### src/design/coupler_pkg.sv
package coupler_pkg;
	localparam int unsigned CLK_HZ       = 100_000_000;
	localparam int unsigned PULSE_MS     = 20;
	localparam int unsigned WINDOW_MS    = 30;
	localparam int unsigned GAP_MS       = 35;
	localparam int unsigned PULSE_CYC    = CLK_HZ / 1000 * PULSE_MS;
	localparam int unsigned WINDOW_CYC   = CLK_HZ / 1000 * WINDOW_MS;
	localparam int unsigned GAP_CYC      = CLK_HZ / 1000 * GAP_MS;
	localparam int unsigned ADDR_W       = 5;
	localparam int unsigned CNT_W        = 32;
	// unit address bits, index 4 is the highest
	localparam logic [4:0]  UNIT1_ADDR   = 5'h10;
	localparam logic [4:0]  UNIT2_ADDR   = 5'h08;
	localparam logic [4:0]  UNIT3_ADDR   = 5'h18;
endpackage : coupler_pkg

### src/design/oneshot_timer.sv
module oneshot_timer #(
	parameter int unsigned CYCLES = 2
) (
	input  wire logic clk_sys,
	input  wire logic reset,
	input  wire logic phase,
	input  wire logic fire,
	output logic      running
);
	logic [coupler_pkg::CNT_W-1:0] count_q;

	always_ff @(posedge clk_sys)
	begin
		if (reset)
		begin
			count_q <= '0;
			running <= 1'b0;
		end
		else if (phase)
		begin
			if (fire && !running)
			begin
				count_q <= coupler_pkg::CNT_W'(CYCLES - 1);
				running <= 1'b1;
			end
			else if (running)
			begin
				if (count_q == '0)
					running <= 1'b0;
				else
					count_q <= count_q - 1'b1;
			end
		end
	end
endmodule : oneshot_timer

### src/design/typewriter_coupler_sequencer.sv
module typewriter_coupler_sequencer #(
	parameter logic [4:0]  UNIT_ADDR  = coupler_pkg::UNIT1_ADDR,
	parameter int unsigned PULSE_CYC  = coupler_pkg::PULSE_CYC,
	parameter int unsigned WINDOW_CYC = coupler_pkg::WINDOW_CYC,
	parameter int unsigned GAP_CYC    = coupler_pkg::GAP_CYC
) (
	input  wire logic       clk_sys,
	input  wire logic       reset,
	input  wire logic       system_clock_phase,
	input  wire logic [4:0] unit_address_bits,
	input  wire logic       direction_bit,
	input  wire logic       char_empty_flag,
	input  wire logic [6:1] char_register_bits,
	input  wire logic       char_parity_bit,
	input  wire logic       key_common_contact,
	input  wire logic       interlock_ready,
	input  wire logic [6:1] key_code_lines,
	input  wire logic       key_parity_line,
	output logic            coupler_select,
	output logic            input_lamp_drive,
	output logic            buffer_clock_out_n,
	output logic [6:1]      buffer_data_inputs_n,
	output logic            buffer_parity_input_n,
	output logic            common_print_driver,
	output logic [5:0]      coded_print_drivers,
	output logic            backspace_driver,
	output logic            space_driver,
	output logic            tab_driver,
	output logic            return_driver,
	output logic            upshift_driver,
	output logic            upper_case_flag
);
	////////////////////////////////////////////////////////////////////////////
	logic buffer_clock_ff_q;
	logic case_hold_ff_q;
	logic pulse_run;
	logic window_run;
	logic gap_run;
	wire  [6:1] r = char_register_bits;

	// address chosen per unit by parameter
	wire sel = (unit_address_bits == UNIT_ADDR);
	wire dir_out = direction_bit;
	wire q2 = system_clock_phase;

	wire func_pat = r[3] & ~r[4] & r[5] & ~r[6];
	wire upper = dir_out & ((r[3] & r[4]) | (r[1] & func_pat));

	wire fire_in  = ~dir_out & key_common_contact;
	wire fire_out = dir_out & ~key_common_contact & interlock_ready;
	// gap must expire before next cycle
	wire fire_pulse = sel & ~char_empty_flag & ~window_run & ~gap_run
		& ~pulse_run & (fire_in | fire_out);

	wire fire_window = pulse_run & (~case_hold_ff_q | ~buffer_clock_ff_q);
	wire fire_gap = window_run & ~pulse_run
		& (buffer_clock_ff_q | (upper & ~case_hold_ff_q));

	// set buffer clock after pulse end
	wire set_bclk = sel & ~pulse_run & window_run & ~gap_run
		& (~upper | case_hold_ff_q) & ~buffer_clock_ff_q;
	// clear after window end or deselect
	wire clr_bclk = (gap_run & ~window_run & ~case_hold_ff_q) | ~sel;

	wire set_hold = sel & upper & window_run & gap_run & ~buffer_clock_ff_q
		& ~case_hold_ff_q;
	// hold cleared as third pulse fires
	wire clr_hold = (pulse_run & buffer_clock_ff_q) | ~sel;

	wire print_gate = sel & dir_out & pulse_run & ~key_common_contact
		& (case_hold_ff_q | ~upper) & ~buffer_clock_ff_q & ~func_pat
		& (|{r, char_parity_bit});
	wire function_gate = sel & dir_out & func_pat & pulse_run & ~case_hold_ff_q
		& ~buffer_clock_ff_q & ~key_common_contact;

	wire [5:0] coded = {
		print_gate & ~(r[1] ^ r[2]),
		print_gate & ~r[2],
		print_gate & ~r[3],
		print_gate & ~r[3] & ~r[4],
		print_gate & ~r[5],
		print_gate & (r[3] ^ r[6])};

	wire gate_in = buffer_clock_ff_q & ~dir_out;
	wire bclk = buffer_clock_ff_q & ~case_hold_ff_q & gap_run;

	////////////////////////////////////////////////////////////////////////////
	// phase-enabled one-shots
	oneshot_timer #(.CYCLES(PULSE_CYC)) u_pulse (
		.clk_sys (clk_sys),
		.reset   (reset),
		.phase   (q2),
		.fire    (fire_pulse),
		.running (pulse_run)
	);

	oneshot_timer #(.CYCLES(WINDOW_CYC)) u_window (
		.clk_sys (clk_sys),
		.reset   (reset),
		.phase   (q2),
		.fire    (fire_window),
		.running (window_run)
	);

	// gap timer also paces the upper-case shift cycle
	oneshot_timer #(.CYCLES(GAP_CYC)) u_gap (
		.clk_sys (clk_sys),
		.reset   (reset),
		.phase   (q2),
		.fire    (fire_gap),
		.running (gap_run)
	);

	////////////////////////////////////////////////////////////////////////////
	// two-flop case counter
	always_ff @(posedge clk_sys)
	begin
		if (reset)
		begin
			buffer_clock_ff_q <= 1'b0;
			case_hold_ff_q    <= 1'b0;
		end
		else if (q2)
		begin
			if (set_bclk)
				buffer_clock_ff_q <= 1'b1;
			else if (clr_bclk)
				buffer_clock_ff_q <= 1'b0;
			if (set_hold)
				case_hold_ff_q <= 1'b1;
			else if (clr_hold)
				case_hold_ff_q <= 1'b0;
		end
	end

	////////////////////////////////////////////////////////////////////////////
	// outputs registered; adds one cycle to every drive
	always_ff @(posedge clk_sys)
	begin
		if (reset)
		begin
			coupler_select        <= 1'b0;
			input_lamp_drive      <= 1'b0;
			buffer_clock_out_n    <= 1'b1;
			buffer_data_inputs_n  <= '1;
			buffer_parity_input_n <= 1'b1;
			common_print_driver   <= 1'b0;
			coded_print_drivers   <= '0;
			backspace_driver      <= 1'b0;
			space_driver          <= 1'b0;
			tab_driver            <= 1'b0;
			return_driver         <= 1'b0;
			upshift_driver        <= 1'b0;
			upper_case_flag       <= 1'b0;
		end
		else
		begin
			coupler_select        <= sel;
			input_lamp_drive      <= sel & ~dir_out & ~char_empty_flag;
			buffer_clock_out_n    <= ~bclk;
			buffer_data_inputs_n  <= ~({6{gate_in}} & key_code_lines);
			buffer_parity_input_n <= ~(gate_in & key_parity_line);
			common_print_driver   <= print_gate;
			coded_print_drivers   <= coded;
			backspace_driver      <= function_gate & ~r[1] & r[2];
			space_driver          <= function_gate & ~r[1] & ~r[2];
			tab_driver            <= function_gate & r[1] & r[2];
			return_driver         <= function_gate & r[1] & ~r[2];
			upshift_driver        <= upper & ~buffer_clock_ff_q & r[4] & sel;
			upper_case_flag       <= upper;
		end
	end
endmodule : typewriter_coupler_sequencer

### config.mk
export PLATFORM = sky130hd
export DESIGN_NAME = typewriter_coupler_sequencer
export DESIGN_NICKNAME = d
export VERILOG_FILES = /design/src/design/coupler_pkg.sv /design/src/design/oneshot_timer.sv /design/src/design/typewriter_coupler_sequencer.sv
export SDC_FILE = /design/constraint.sdc
export NUM_CORES = 1
export LEC_CHECK = 0
export BUFFER_PORTS_ARGS = -buffer_cell sky130_fd_sc_hd__buf_2
export CELL_PAD_IN_SITES_DETAIL_PLACEMENT = 0
export CELL_PAD_IN_SITES_GLOBAL_PLACEMENT = 1
export CORE_UTILIZATION = 45
export CTS_BUF_LIST = sky130_fd_sc_hd__clkbuf_8
export CTS_CLUSTER_DIAMETER = 100
export DETAILED_ROUTE_END_ITERATION = 6
export PLACE_DENSITY_LB_ADDON = 0.1
export SETUP_SLACK_MARGIN = 0.3
export SYNTH_ARGS = -nofsm -noshare
export SYNTH_HDL_FRONTEND = slang
export SYNTH_HIERARCHICAL = 1
export SYNTH_SLANG_ARGS = --single-unit
### constraint.sdc
create_clock -name clk_sys -period 3.38 [get_ports clk_sys]
set_input_delay 1.014 -clock clk_sys [delete_from_list [all_inputs] [get_ports clk_sys]]
set_output_delay 1.014 -clock clk_sys [all_outputs]
set_load 0.005 [all_outputs]
==> flow_metrics.tcl, run 1 <==
set metrics [dict create \
    run_status "completed" \
    synth-edff-count 0 \
    critical_path.reg2reg.startpoint "u_window/count_q[19]" \
    die_width_microns 119.3 \
    timing.critical_path.required_ns 3.75 \
    r2r_slack_ns 0.61 \
    routabilityCongestion 0.8200 \
    postSynthCellCount 704 \
    detail_route.first_pass.iterations 5 \
    ant_nets 0 \
    cts.reportedPaths.clkPinSlew_ns 0.07 \
    gr-usage-all-layers_pct 23.87 \
    h-tree-depth 4 \
    placement.setup.worst_slack_ns 0.2594 \
    worst-r2r-cell-count 5 \
    grt_pass1_wl_mm 26.97 \
    synth_largest_area_cell "sky130_fd_sc_hd__dfxtp_1" \
    cts_setup_buffers 0 \
    period_needed_ns 2.767 \
    cp-start-kind "flop" \
    antenna_violations_before_repair 0 \
    ratio_of_total_power_to_cell_area_mw_per_mm2 441.2 \
    critical_path.top_delay_family "simple AND/OR/NAND/NOR gates" \
    yosys_most_used_dff "sky130_fd_sc_hd__dfxtp_1" \
    die_h_microns 119.3 \
    final_hold_viol_count 0 \
    synth_cell_types 71 \
    final-max-slew-violation-count 0 \
    cts-resized-gates 0 \
    sequential_cell_area_sq_mm 0.002482 \
    cp.arrival_ns 3.14 \
    maxClockFrequency_ghz 0.3614 \
    multi_input_comb_area_sq_mm 0.003468 \
    count_of_cells_along_the_worst_hold_path 2 \
    cp_slowest_stage_delay_ns 0.67 \
    area.growth.synth_to_final_pct 16.08 \
    io_pins 49 \
    maximum_number_of_pins_on_one_net_before_global_route_repair 27 \
    yosys_warnings 6 \
    cell_occurring_most_often_along_the_worst_timing_path "sky130_fd_sc_hd__or4_1" \
    clk_root_buffer_cell "sky130_fd_sc_hd__clkbuf_8" \
    global_route.overflow_total 0 \
    grt_pass1_vias 5422 \
    viasPerCell 6.187 \
    synth_nets 734 \
    tritoncts_buffers 17 \
    initial_core_util_pct 46.40 \
    worst_r2r_endpoint "u_window/count_q[31]" \
    min_period_over_period_pct 81.87 \
    core_sq_mm 0.01335 \
    final-setup-viol-count 0 \
    holdPathEnd "u_gap/count_q[22]" \
    cts_tree "yes" \
    synth_sequential_area_ratio_pct 40.08 \
    final_cell_mix "sky130_fd_sc_hd__dfxtp_1 (124), sky130_fd_sc_hd__a21oi_1 (57), sky130_fd_sc_hd__buf_2 (48), sky130_fd_sc_hd__nand2_1 (46), sky130_fd_sc_hd__or4_1 (44)" \
    critical-path-slowest-cell "sky130_fd_sc_hd__or4_1" \
    clockBufferDepth 2 \
    placement.io_buffers 48 \
    power.ir.vdd_worst_mv 0.2408 \
    power_leakage_nw 2.730 \
    async_reset_ff_share_pct 0 \
    final_layout_size_suffix_gt1_share_pct 20.59 \
    detailedPlacementHpwl_mm 11.54 \
    setup_slack_ns 0.6130 \
    layout_commonest_cell "sky130_fd_sc_hd__dfxtp_1" \
    critPathCaptureType "flop" \
    hp-start "u_gap/count_q[22]" \
    floorplan.rows 42 \
    routedWlPerCell_microns 16.91 \
    timing.setup.tns_ns 0 \
    antenna_cells 0 \
    worst-slew-pin-transition_ns 0.8550 \
    cts.hold.buffers_added 0 \
    criticalPathCategory "flop to flop" \
    synth_area_sq_mm 0.006193 \
    worst_clock_skew_ns 0.008846 \
    floorplan.die_area_sq_mm 0.01424 \
    synth.area.top_cells "sky130_fd_sc_hd__dfxtp_1 (40%), sky130_fd_sc_hd__or4_1 (5.3%), sky130_fd_sc_hd__o31ai_1 (4.8%)" \
    hold_path_class "flop to flop" \
    rsz0062_at_grt "no" \
    filler_cell_count 1260 \
    synthDominantCellAreaShare_pct 40.08 \
    syn_avg_cell_area_sq_um 8.798 \
    cp.buffers_inverters 0 \
    total_number_of_nets_in_the_final_design 799 \
    cts_sinks 124 \
    worstSkewPairLatency_ns 0.45 \
    postRouteWirelength_mm 16.20 \
    drc_violations_left 0 \
    drtIter0Drc 359 \
    register_bit_count_reported_by_yosys 124 \
    detailroute.via_count 5927 \
    cp_cell_sequence "or4_1 -> or4_4 -> or4_1 -> or4_1 -> a21oi_1" \
    maxSlewHeadroom_pct 42.47 \
    maxCapViolations 0 \
    critPathMaxFanout 7 \
]
## Yosys cell counts, drive strengths merged (2+ instances only)
cell       n
o21ai     18
and4       3
nand4      9
nor2      29
nand3     18
nor2b      4
nand2b    11
and3       6
o2111ai    2
dfxtp    124
and2       5
a221oi     2
nor4b      5
a2111o     3
xnor2      7
a2111oi    2
o41ai     11
buf        9
o31ai     40
nor3      31
mux2i      6
o211ai     2
inv       16
nand2     47
or3       35
ha         4
clkbuf    21
nand4b     2
a31o       2
o21a       3
or2       19
xor2       4
a21oi     57
a211oi     8
or4       58
nor3b      3
or4b       6
nor4      23
a31oi     30
a21o       3
## worst register-to-register path, cell delays in order (launching register included)
cell	delay (ns)
sky130_fd_sc_hd__dfxtp_1	0.36
sky130_fd_sc_hd__or4_1	0.67
sky130_fd_sc_hd__or4_4	0.59
sky130_fd_sc_hd__or4_1	0.52
sky130_fd_sc_hd__or4_1	0.41
sky130_fd_sc_hd__a21oi_1	0.14
## state kept, by name (all words and copies together) (netlist names), 6 cells and up
register	cells
buffer_data_inputs_n	6
coded_print_drivers	6
u_gap/count_q	32
u_pulse/count_q	32
u_window/count_q	32
## power by group
part	internal, mW	switching, mW
sequential	1.46	0.00121
combinational	0.0379	0.0654
clock	1.01	0.600
total	2.51	0.667
## metal layers
| layer | wire length (microns) | part of all wire, % | GRT usage, % | vias up |
|---|---|---|---|---|
| li1 | - | - | - | 2900 |
| met1 | 7836 | 48 | 31.77 | 2872 |
| met2 | 7440 | 46 | 38.34 | 139 |
| met3 | 717 | 4.4 | 4.933 | 16 |
| met4 | 203 | 1.3 | 8.125 | 0 |
| met5 | 0 | 0 | 0 | - |
## cell families after synthesis
kind of cell / after synthesis / synth area share [%]
AND/OR/NAND/NOR: 318 / 31.96
multiplexers: 6 / 0.9697
adder cells (fa/ha/maj): 4 / 0.8081
AO/OA/AOI/OAI: 193 / 20.71
flip-flops: 124 / 40.08
XOR/XNOR: 11 / 1.556
buffers and inverters: 48 / 3.919
## through the flow
| stage | instance area, sq um | total power [mW] | hold WS (ns) | cells | utilization [%] |
|---|---|---|---|---|---|
| floorplan | 6195 | 1.551 | 0.4327 | 704 | - |
| global placement | 6698 | 1.597 | 0.4446 | 926 | 50.18 |
| detailed placement | 6698 | 1.600 | 0.4574 | 926 | 50.18 |
| CTS | 7189 | 3.209 | 0.4672 | 958 | 53.86 |
| global route | 7189 | 3.283 | 0.4942 | 958 | 53.86 |
| finish | 7189 | 3.172 | 0.4641 | 958 | 53.86 |
## how the worst max path moves through the flow
stage                               start                    to  slack [ns]  cells past startpoint
global route         u_window/count_q[19]  u_window/count_q[31]        0.49                      5
finish               u_window/count_q[19]  u_window/count_q[31]        0.61                      5
detailed placement  char_register_bits[6]     u_gap/count_q[24]        0.26                      8
floorplan           char_register_bits[3]     u_gap/count_q[24]        0.38                      8
global placement    char_register_bits[6]     u_gap/count_q[26]        0.31                      8
CTS                  u_window/count_q[19]  u_window/count_q[31]        0.63                      5
## final cells by class
cell class	instances	area share, %
clock buffers	20	3.829
flip-flops and latches	124	34.53
well taps	176	3.063
clock inverters	12	3.011
repair buffers	77	6.370
multi-input cells	532	48.24
inverters	17	0.9572
Power figures use the tool's default switching activity.
==> run 2, diff against run 1 <==
--- a/config.mk
+++ b/config.mk
@@ -8,7 +8,7 @@
 export BUFFER_PORTS_ARGS = -buffer_cell sky130_fd_sc_hd__buf_2
 export CELL_PAD_IN_SITES_DETAIL_PLACEMENT = 0
 export CELL_PAD_IN_SITES_GLOBAL_PLACEMENT = 1
-export CORE_UTILIZATION = 45
+export CORE_UTILIZATION = 43
 export CTS_BUF_LIST = sky130_fd_sc_hd__clkbuf_8
 export CTS_CLUSTER_DIAMETER = 100
 export DETAILED_ROUTE_END_ITERATION = 6
==> constraint.sdc (replaced) <==
create_clock -name clk_sys -period 2.5 [get_ports clk_sys]
set_input_delay 0.75 -clock clk_sys [delete_from_list [all_inputs] [get_ports clk_sys]]
set_output_delay 0.75 -clock clk_sys [all_outputs]
set_load 0.005 [all_outputs]
==> flow_metrics.tcl, run 2 (synthesized netlist as in run 1, its figures left out) <==
set metrics [dict create \
    floorplan.rows 43 \
    h-tree-depth 4 \
    postRouteWirelength_mm 18.14 \
    finish.utilization_pct 62.36 \
    detailroute.via_count 6309 \
    min_period_over_period_pct 98.48 \
    critical-path-slowest-cell "sky130_fd_sc_hd__or4_4" \
    run_status "completed" \
    tritoncts_buffers 17 \
    initial_core_util_pct 44.28 \
    hold_path_class "input port to flop" \
    cts.hold.buffers_added 0 \
    global_route.overflow_total 0 \
    maxCapViolations 0 \
    timing.critical_path.required_ns 2.87 \
    rsz0062_at_grt "yes" \
    cp_slowest_stage_delay_ns 0.54 \
    core_sq_mm 0.01399 \
    final-setup-viol-count 0 \
    ratio_of_total_power_to_cell_area_mw_per_mm2 506.2 \
    count_of_cells_along_the_worst_hold_path 2 \
    criticalPathCategory "flop to flop" \
    power.ir.vdd_worst_mv 0.4652 \
    worst_clock_skew_ns 0.01466 \
    die_width_microns 122.0 \
    die_h_microns 122.0 \
    final-max-slew-violation-count 0 \
    setup_slack_ns 0.03805 \
    worst-r2r-cell-count 5 \
    drtIter0Drc 353 \
    power_leakage_nw 3.412 \
    placement.setup.worst_slack_ns -0.1807 \
    gr-usage-all-layers_pct 24.41 \
    grt_pass1_vias 5967 \
    worst-slew-pin-transition_ns 0.7127 \
    cts_sinks 124 \
    antenna_violations_before_repair 0 \
    detailedPlacementHpwl_mm 11.80 \
    detail_route.first_pass.iterations 4 \
    final_hold_viol_count 0 \
    floorplan.die_area_sq_mm 0.01489 \
    placedCellCount 985 \
    drc_violations_left 0 \
    viasPerCell 5.902 \
    period_needed_ns 2.462 \
    cp.arrival_ns 2.83 \
    ant_nets 0 \
    largestRegisters "u_gap/count_q (32), u_pulse/count_q (32), u_window/count_q (32)" \
    maxSlewHeadroom_pct 52.31 \
    area.growth.synth_to_final_pct 40.85 \
    filler_cell_count 1197 \
    io_pins 49 \
    cts_tree "yes" \
    clk_root_buffer_cell "sky130_fd_sc_hd__clkbuf_8" \
    critPathCaptureType "flop" \
    cp_cell_sequence "or4_4 -> or4_4 -> or4_4 -> or4_4 -> a21oi_2" \
    cp-start-kind "flop" \
    antenna_cells 0 \
    grt_pass1_wl_mm 28.66 \
    routedWlPerCell_microns 16.97 \
    worstSkewPairLatency_ns 0.45 \
    final_layout_size_suffix_gt1_share_pct 40.61 \
    maxClockFrequency_ghz 0.4062 \
    layout_commonest_cell "sky130_fd_sc_hd__buf_4" \
    clockBufferDepth 2 \
    final_cell_mix "sky130_fd_sc_hd__buf_4 (115), sky130_fd_sc_hd__dfxtp_1 (107), sky130_fd_sc_hd__buf_2 (47), sky130_fd_sc_hd__a21oi_1 (44), sky130_fd_sc_hd__nand2_1 (43)" \
    final-instance-count-excl-fill 1069 \
    cell_occurring_most_often_along_the_worst_timing_path "sky130_fd_sc_hd__or4_4" \
    total_number_of_nets_in_the_final_design 906 \
    cts.reportedPaths.clkPinSlew_ns 0.07 \
    routabilityCongestion 0.8650 \
    critPathMaxFanout 4 \
    placement.io_buffers 48 \
    maximum_number_of_pins_on_one_net_before_global_route_repair 46 \
]
run 2: changes by cell type in the layout (fill, tap and decap cells not counted), sizes merged:
cell,delta
a31oi,+1
buf,+106
bufinv,+1
clkbuf,-3
clkinv,+4
clkinvlp,-1
inv,-1
run 2: timing repair:
action,CTS,global route
pin swaps,25,36
endpoints found under the setup margin,56,57
setup buffers,25,24
gates cloned,2,1
resized for setup,64,57
run 2: where the power goes:
group | internal [mW] | switching (mW) | total [mW]
logic | 0.0855 | 0.104 | 0.189
clock network | 1.39 | 0.862 | 2.25
registers | 1.97 | 0.00185 | 1.97
total | 3.45 | 0.967 | 4.42
run 2: metal layers:
layer	share of wire [%]	vias up	track usage (%)
met3	3.1	24	5.337
li1	-	3113	-
met1	46	3055	30.20
met4	1.5	0	9.028
met2	49	117	41.24
met5	0	-	0
run 2: path summary, 6_finish.rpt:
kind,to,startpoint,slack [ns]
setup / recovery,u_window/count_q[31],u_window/count_q[25],0.04
hold / removal,buffer_data_inputs_n[2],key_code_lines[2],0.46
setup reg to reg,u_window/count_q[31],u_window/count_q[25],0.04
hold reg to reg,u_pulse/count_q[25],u_pulse/count_q[25],0.47
run 2: area by class of cell:
type	instances	area, sq um	share of cell area [%]
clock inverters	15	270.3	3.098
inverters	17	73.82	0.8462
well taps	180	225.2	2.582
flip-flops and latches	124	2509	28.76
multi-input cells	533	4041	46.33
clock buffers	17	234.0	2.682
repair buffers	183	1370	15.71
run 2: critical path: cells and delay by family, from the launching register on:
| family | cells | cell delay [ns] |
|---|---|---|
| simple gates | 4 | 1.96 |
| compound gates | 1 | 0.12 |
| flops | 1 | 0.32 |
run 2: per-stage QoR:
step / hold WS, ns / TNS [ns] / instance area [sq um] / power, mW
2_1_floorplan: 0.4328 / -0.07791 / 6406 / 2.108
3_3_place_gp: 0.4465 / -0.5426 / 7315 / 2.184
3_5_place_dp: 0.4616 / -0.7414 / 7315 / 2.186
4_1_cts: 0.4323 / 0 / 8289 / 4.452
5_1_grt: 0.4380 / -0.004229 / 8723 / 4.568
6_report: 0.4648 / 0 / 8723 / 4.415
==> run 3, diff against run 2 <==
--- a/config.mk
+++ b/config.mk
@@ -8,6 +8,7 @@
 export BUFFER_PORTS_ARGS = -buffer_cell sky130_fd_sc_hd__buf_2
 export CELL_PAD_IN_SITES_DETAIL_PLACEMENT = 0
 export CELL_PAD_IN_SITES_GLOBAL_PLACEMENT = 1
+export CORE_ASPECT_RATIO = 0.8
 export CORE_UTILIZATION = 43
 export CTS_BUF_LIST = sky130_fd_sc_hd__clkbuf_8
 export CTS_CLUSTER_DIAMETER = 100
==> flow_metrics.tcl, run 3 (synthesized netlist as in run 1, its figures left out) <==
set metrics [dict create \
    detailroute.via_count 6384 \
    ant_nets 0 \
    critPathMaxFanout 6 \
    grtUsageMet1_pct 32.85 \
    timing.critical_path.required_ns 2.83 \
    critPathCaptureType "flop" \
    gr-usage-all-layers_pct 24.30 \
    die_h_microns 109.3 \
    worst-slew-pin-transition_ns 0.6690 \
    floorplan.rows 38 \
    routabilityCongestion 0.8479 \
    core_sq_mm 0.01379 \
    viasPerCell 6.086 \
    detail_route.first_pass.iterations 5 \
    cts.reportedPaths.clkPinSlew_ns 0.07 \
    global_route.overflow_total 0 \
    finish.utilization_pct 60.84 \
    grt_pass1_vias 5939 \
    placement.io_buffers 48 \
    area.growth.synth_to_final_pct 35.45 \
    ratio_of_total_power_to_cell_area_mw_per_mm2 431.1 \
    postRouteWirelength_mm 17.96 \
    worst_clock_skew_ns 0.007430 \
    drc_violations_left 0 \
    power.ir.vdd_worst_mv 0.3034 \
    final_layout_size_suffix_gt1_share_pct 37.86 \
    period_needed_ns 2.436 \
    final_hold_viol_count 0 \
    largestRegisters "u_gap/count_q (32), u_pulse/count_q (32), u_window/count_q (32)" \
    final-instance-count-excl-fill 1049 \
    total_number_of_nets_in_the_final_design 892 \
    maxClockFrequency_ghz 0.4105 \
    clockBufferDepth 2 \
    setup_slack_ns 0.06382 \
    criticalPathCategory "flop to flop" \
    die_width_microns 136.2 \
    maximum_number_of_pins_on_one_net_before_global_route_repair 25 \
    floorplan.die_area_sq_mm 0.01489 \
    global_route.usage.met2_pct 38.36 \
    drtIter0Drc 367 \
    antenna_cells 0 \
    placedCellCount 987 \
    cts_sinks 124 \
    cp.arrival_ns 2.76 \
    cp-start-kind "flop" \
    tritoncts_buffers 17 \
    rsz0062_at_grt "yes" \
    maxSlewHeadroom_pct 55.03 \
    run_status "completed" \
    grt_pass1_wl_mm 28.58 \
    routedWlPerCell_microns 17.12 \
    hold_path_class "input port to flop" \
    globalRoute.busiestLayer "met2" \
    placement.setup.worst_slack_ns -0.1670 \
    min_period_over_period_pct 97.45 \
    cts.hold.buffers_added 0 \
    cts_tree "yes" \
    detailedPlacementHpwl_mm 12.00 \
    power_leakage_nw 3.259 \
    antenna_violations_before_repair 0 \
    layout_commonest_cell "sky130_fd_sc_hd__dfxtp_1" \
    maxCapViolations 0 \
    io_pins 49 \
    clk_root_buffer_cell "sky130_fd_sc_hd__clkbuf_8" \
    final-setup-viol-count 0 \
    worstSkewPairLatency_ns 0.45 \
    final_cell_mix "sky130_fd_sc_hd__dfxtp_1 (112), sky130_fd_sc_hd__buf_4 (105), sky130_fd_sc_hd__a21oi_1 (48), sky130_fd_sc_hd__buf_2 (47), sky130_fd_sc_hd__nand2_1 (44)" \
    h-tree-depth 4 \
    final-max-slew-violation-count 0 \
    initial_core_util_pct 44.92 \
    use_met3_pct 5.118 \
]
==> run 3: cell types whose count changed in the layout (fill, tap and decap cells not counted), moves of 4 or more <==
cell,change
sky130_fd_sc_hd__a21oi_1,+4
sky130_fd_sc_hd__a21oi_2,-4
sky130_fd_sc_hd__buf_4,-10
sky130_fd_sc_hd__bufinv_16,-7
sky130_fd_sc_hd__clkinv_4,-4
sky130_fd_sc_hd__dfxtp_1,+5
sky130_fd_sc_hd__dfxtp_2,-4
==> run 3: area by class of cell <==
type	count	area [sq um]
clock inverter	6	27.53
tap	180	225.2
inverter	17	68.82
multi-input combinational	533	4041
clock buffer	20	275.3
timing repair buffer	169	1251
fill	1190	5399
sequential	124	2500
==> run 3: worst paths after layout <==
path / startpoint / endpoint / slack (ns) / depth (start not counted)
setup / recovery: u_window/count_q[7] / u_window/count_q[29] / 0.06 / 7
hold / removal: key_code_lines[6] / buffer_data_inputs_n[6] / 0.46 / 2
setup reg to reg: u_window/count_q[7] / u_window/count_q[29] / 0.06 / 7
hold reg to reg: u_gap/count_q[22] / u_gap/count_q[22] / 0.47 / 2
==> run 3: per-layer routing <==
layer / vias up / part of all wire [%]
met2: 192 / 45
met5: - / 0
met4: 0 / 1.2
met1: 3087 / 48
li1: 3083 / -
met3: 22 / 5.6
==> run 3: power breakdown <==
group	switching (mW)	internal (mW)	total, mW
Clock	0.737	0.714	1.45
Sequential	0.00166	1.98	1.98
Combinational	0.104	0.0845	0.188
==> run 3: timing repair <==
action                                  4_1_cts  5_1_grt
endpoints found under the setup margin       44       79
setup buffers                                24        7
cloned                                        1        4
pin swaps                                    26       35
resized for setup                            39       65
==> run 3: critical path, cell delays in order, from the launching register on <==
cell,delay [ns]
sky130_fd_sc_hd__dfxtp_2,0.32
sky130_fd_sc_hd__or4_4,0.57
sky130_fd_sc_hd__or4_4,0.61
sky130_fd_sc_hd__nor4_4,0.28
sky130_fd_sc_hd__buf_6,0.18
sky130_fd_sc_hd__clkbuf_16,0.17
sky130_fd_sc_hd__or4_4,0.13
sky130_fd_sc_hd__a21oi_2,0.04
==> run 3: stage by stage <==
step / hold slack [ns] / instance area, sq um / power [mW] / TNS, ns
2_1_floorplan: 0.4328 / 6406 / 2.108 / -0.07791
3_3_place_gp: 0.4477 / 7305 / 2.185 / -0.5528
3_5_place_dp: 0.4580 / 7305 / 2.187 / -1.108
4_1_cts: 0.4331 / 7960 / 3.646 / 0
5_1_grt: 0.4463 / 8389 / 3.751 / 0
6_report: 0.4594 / 8389 / 3.617 / 0
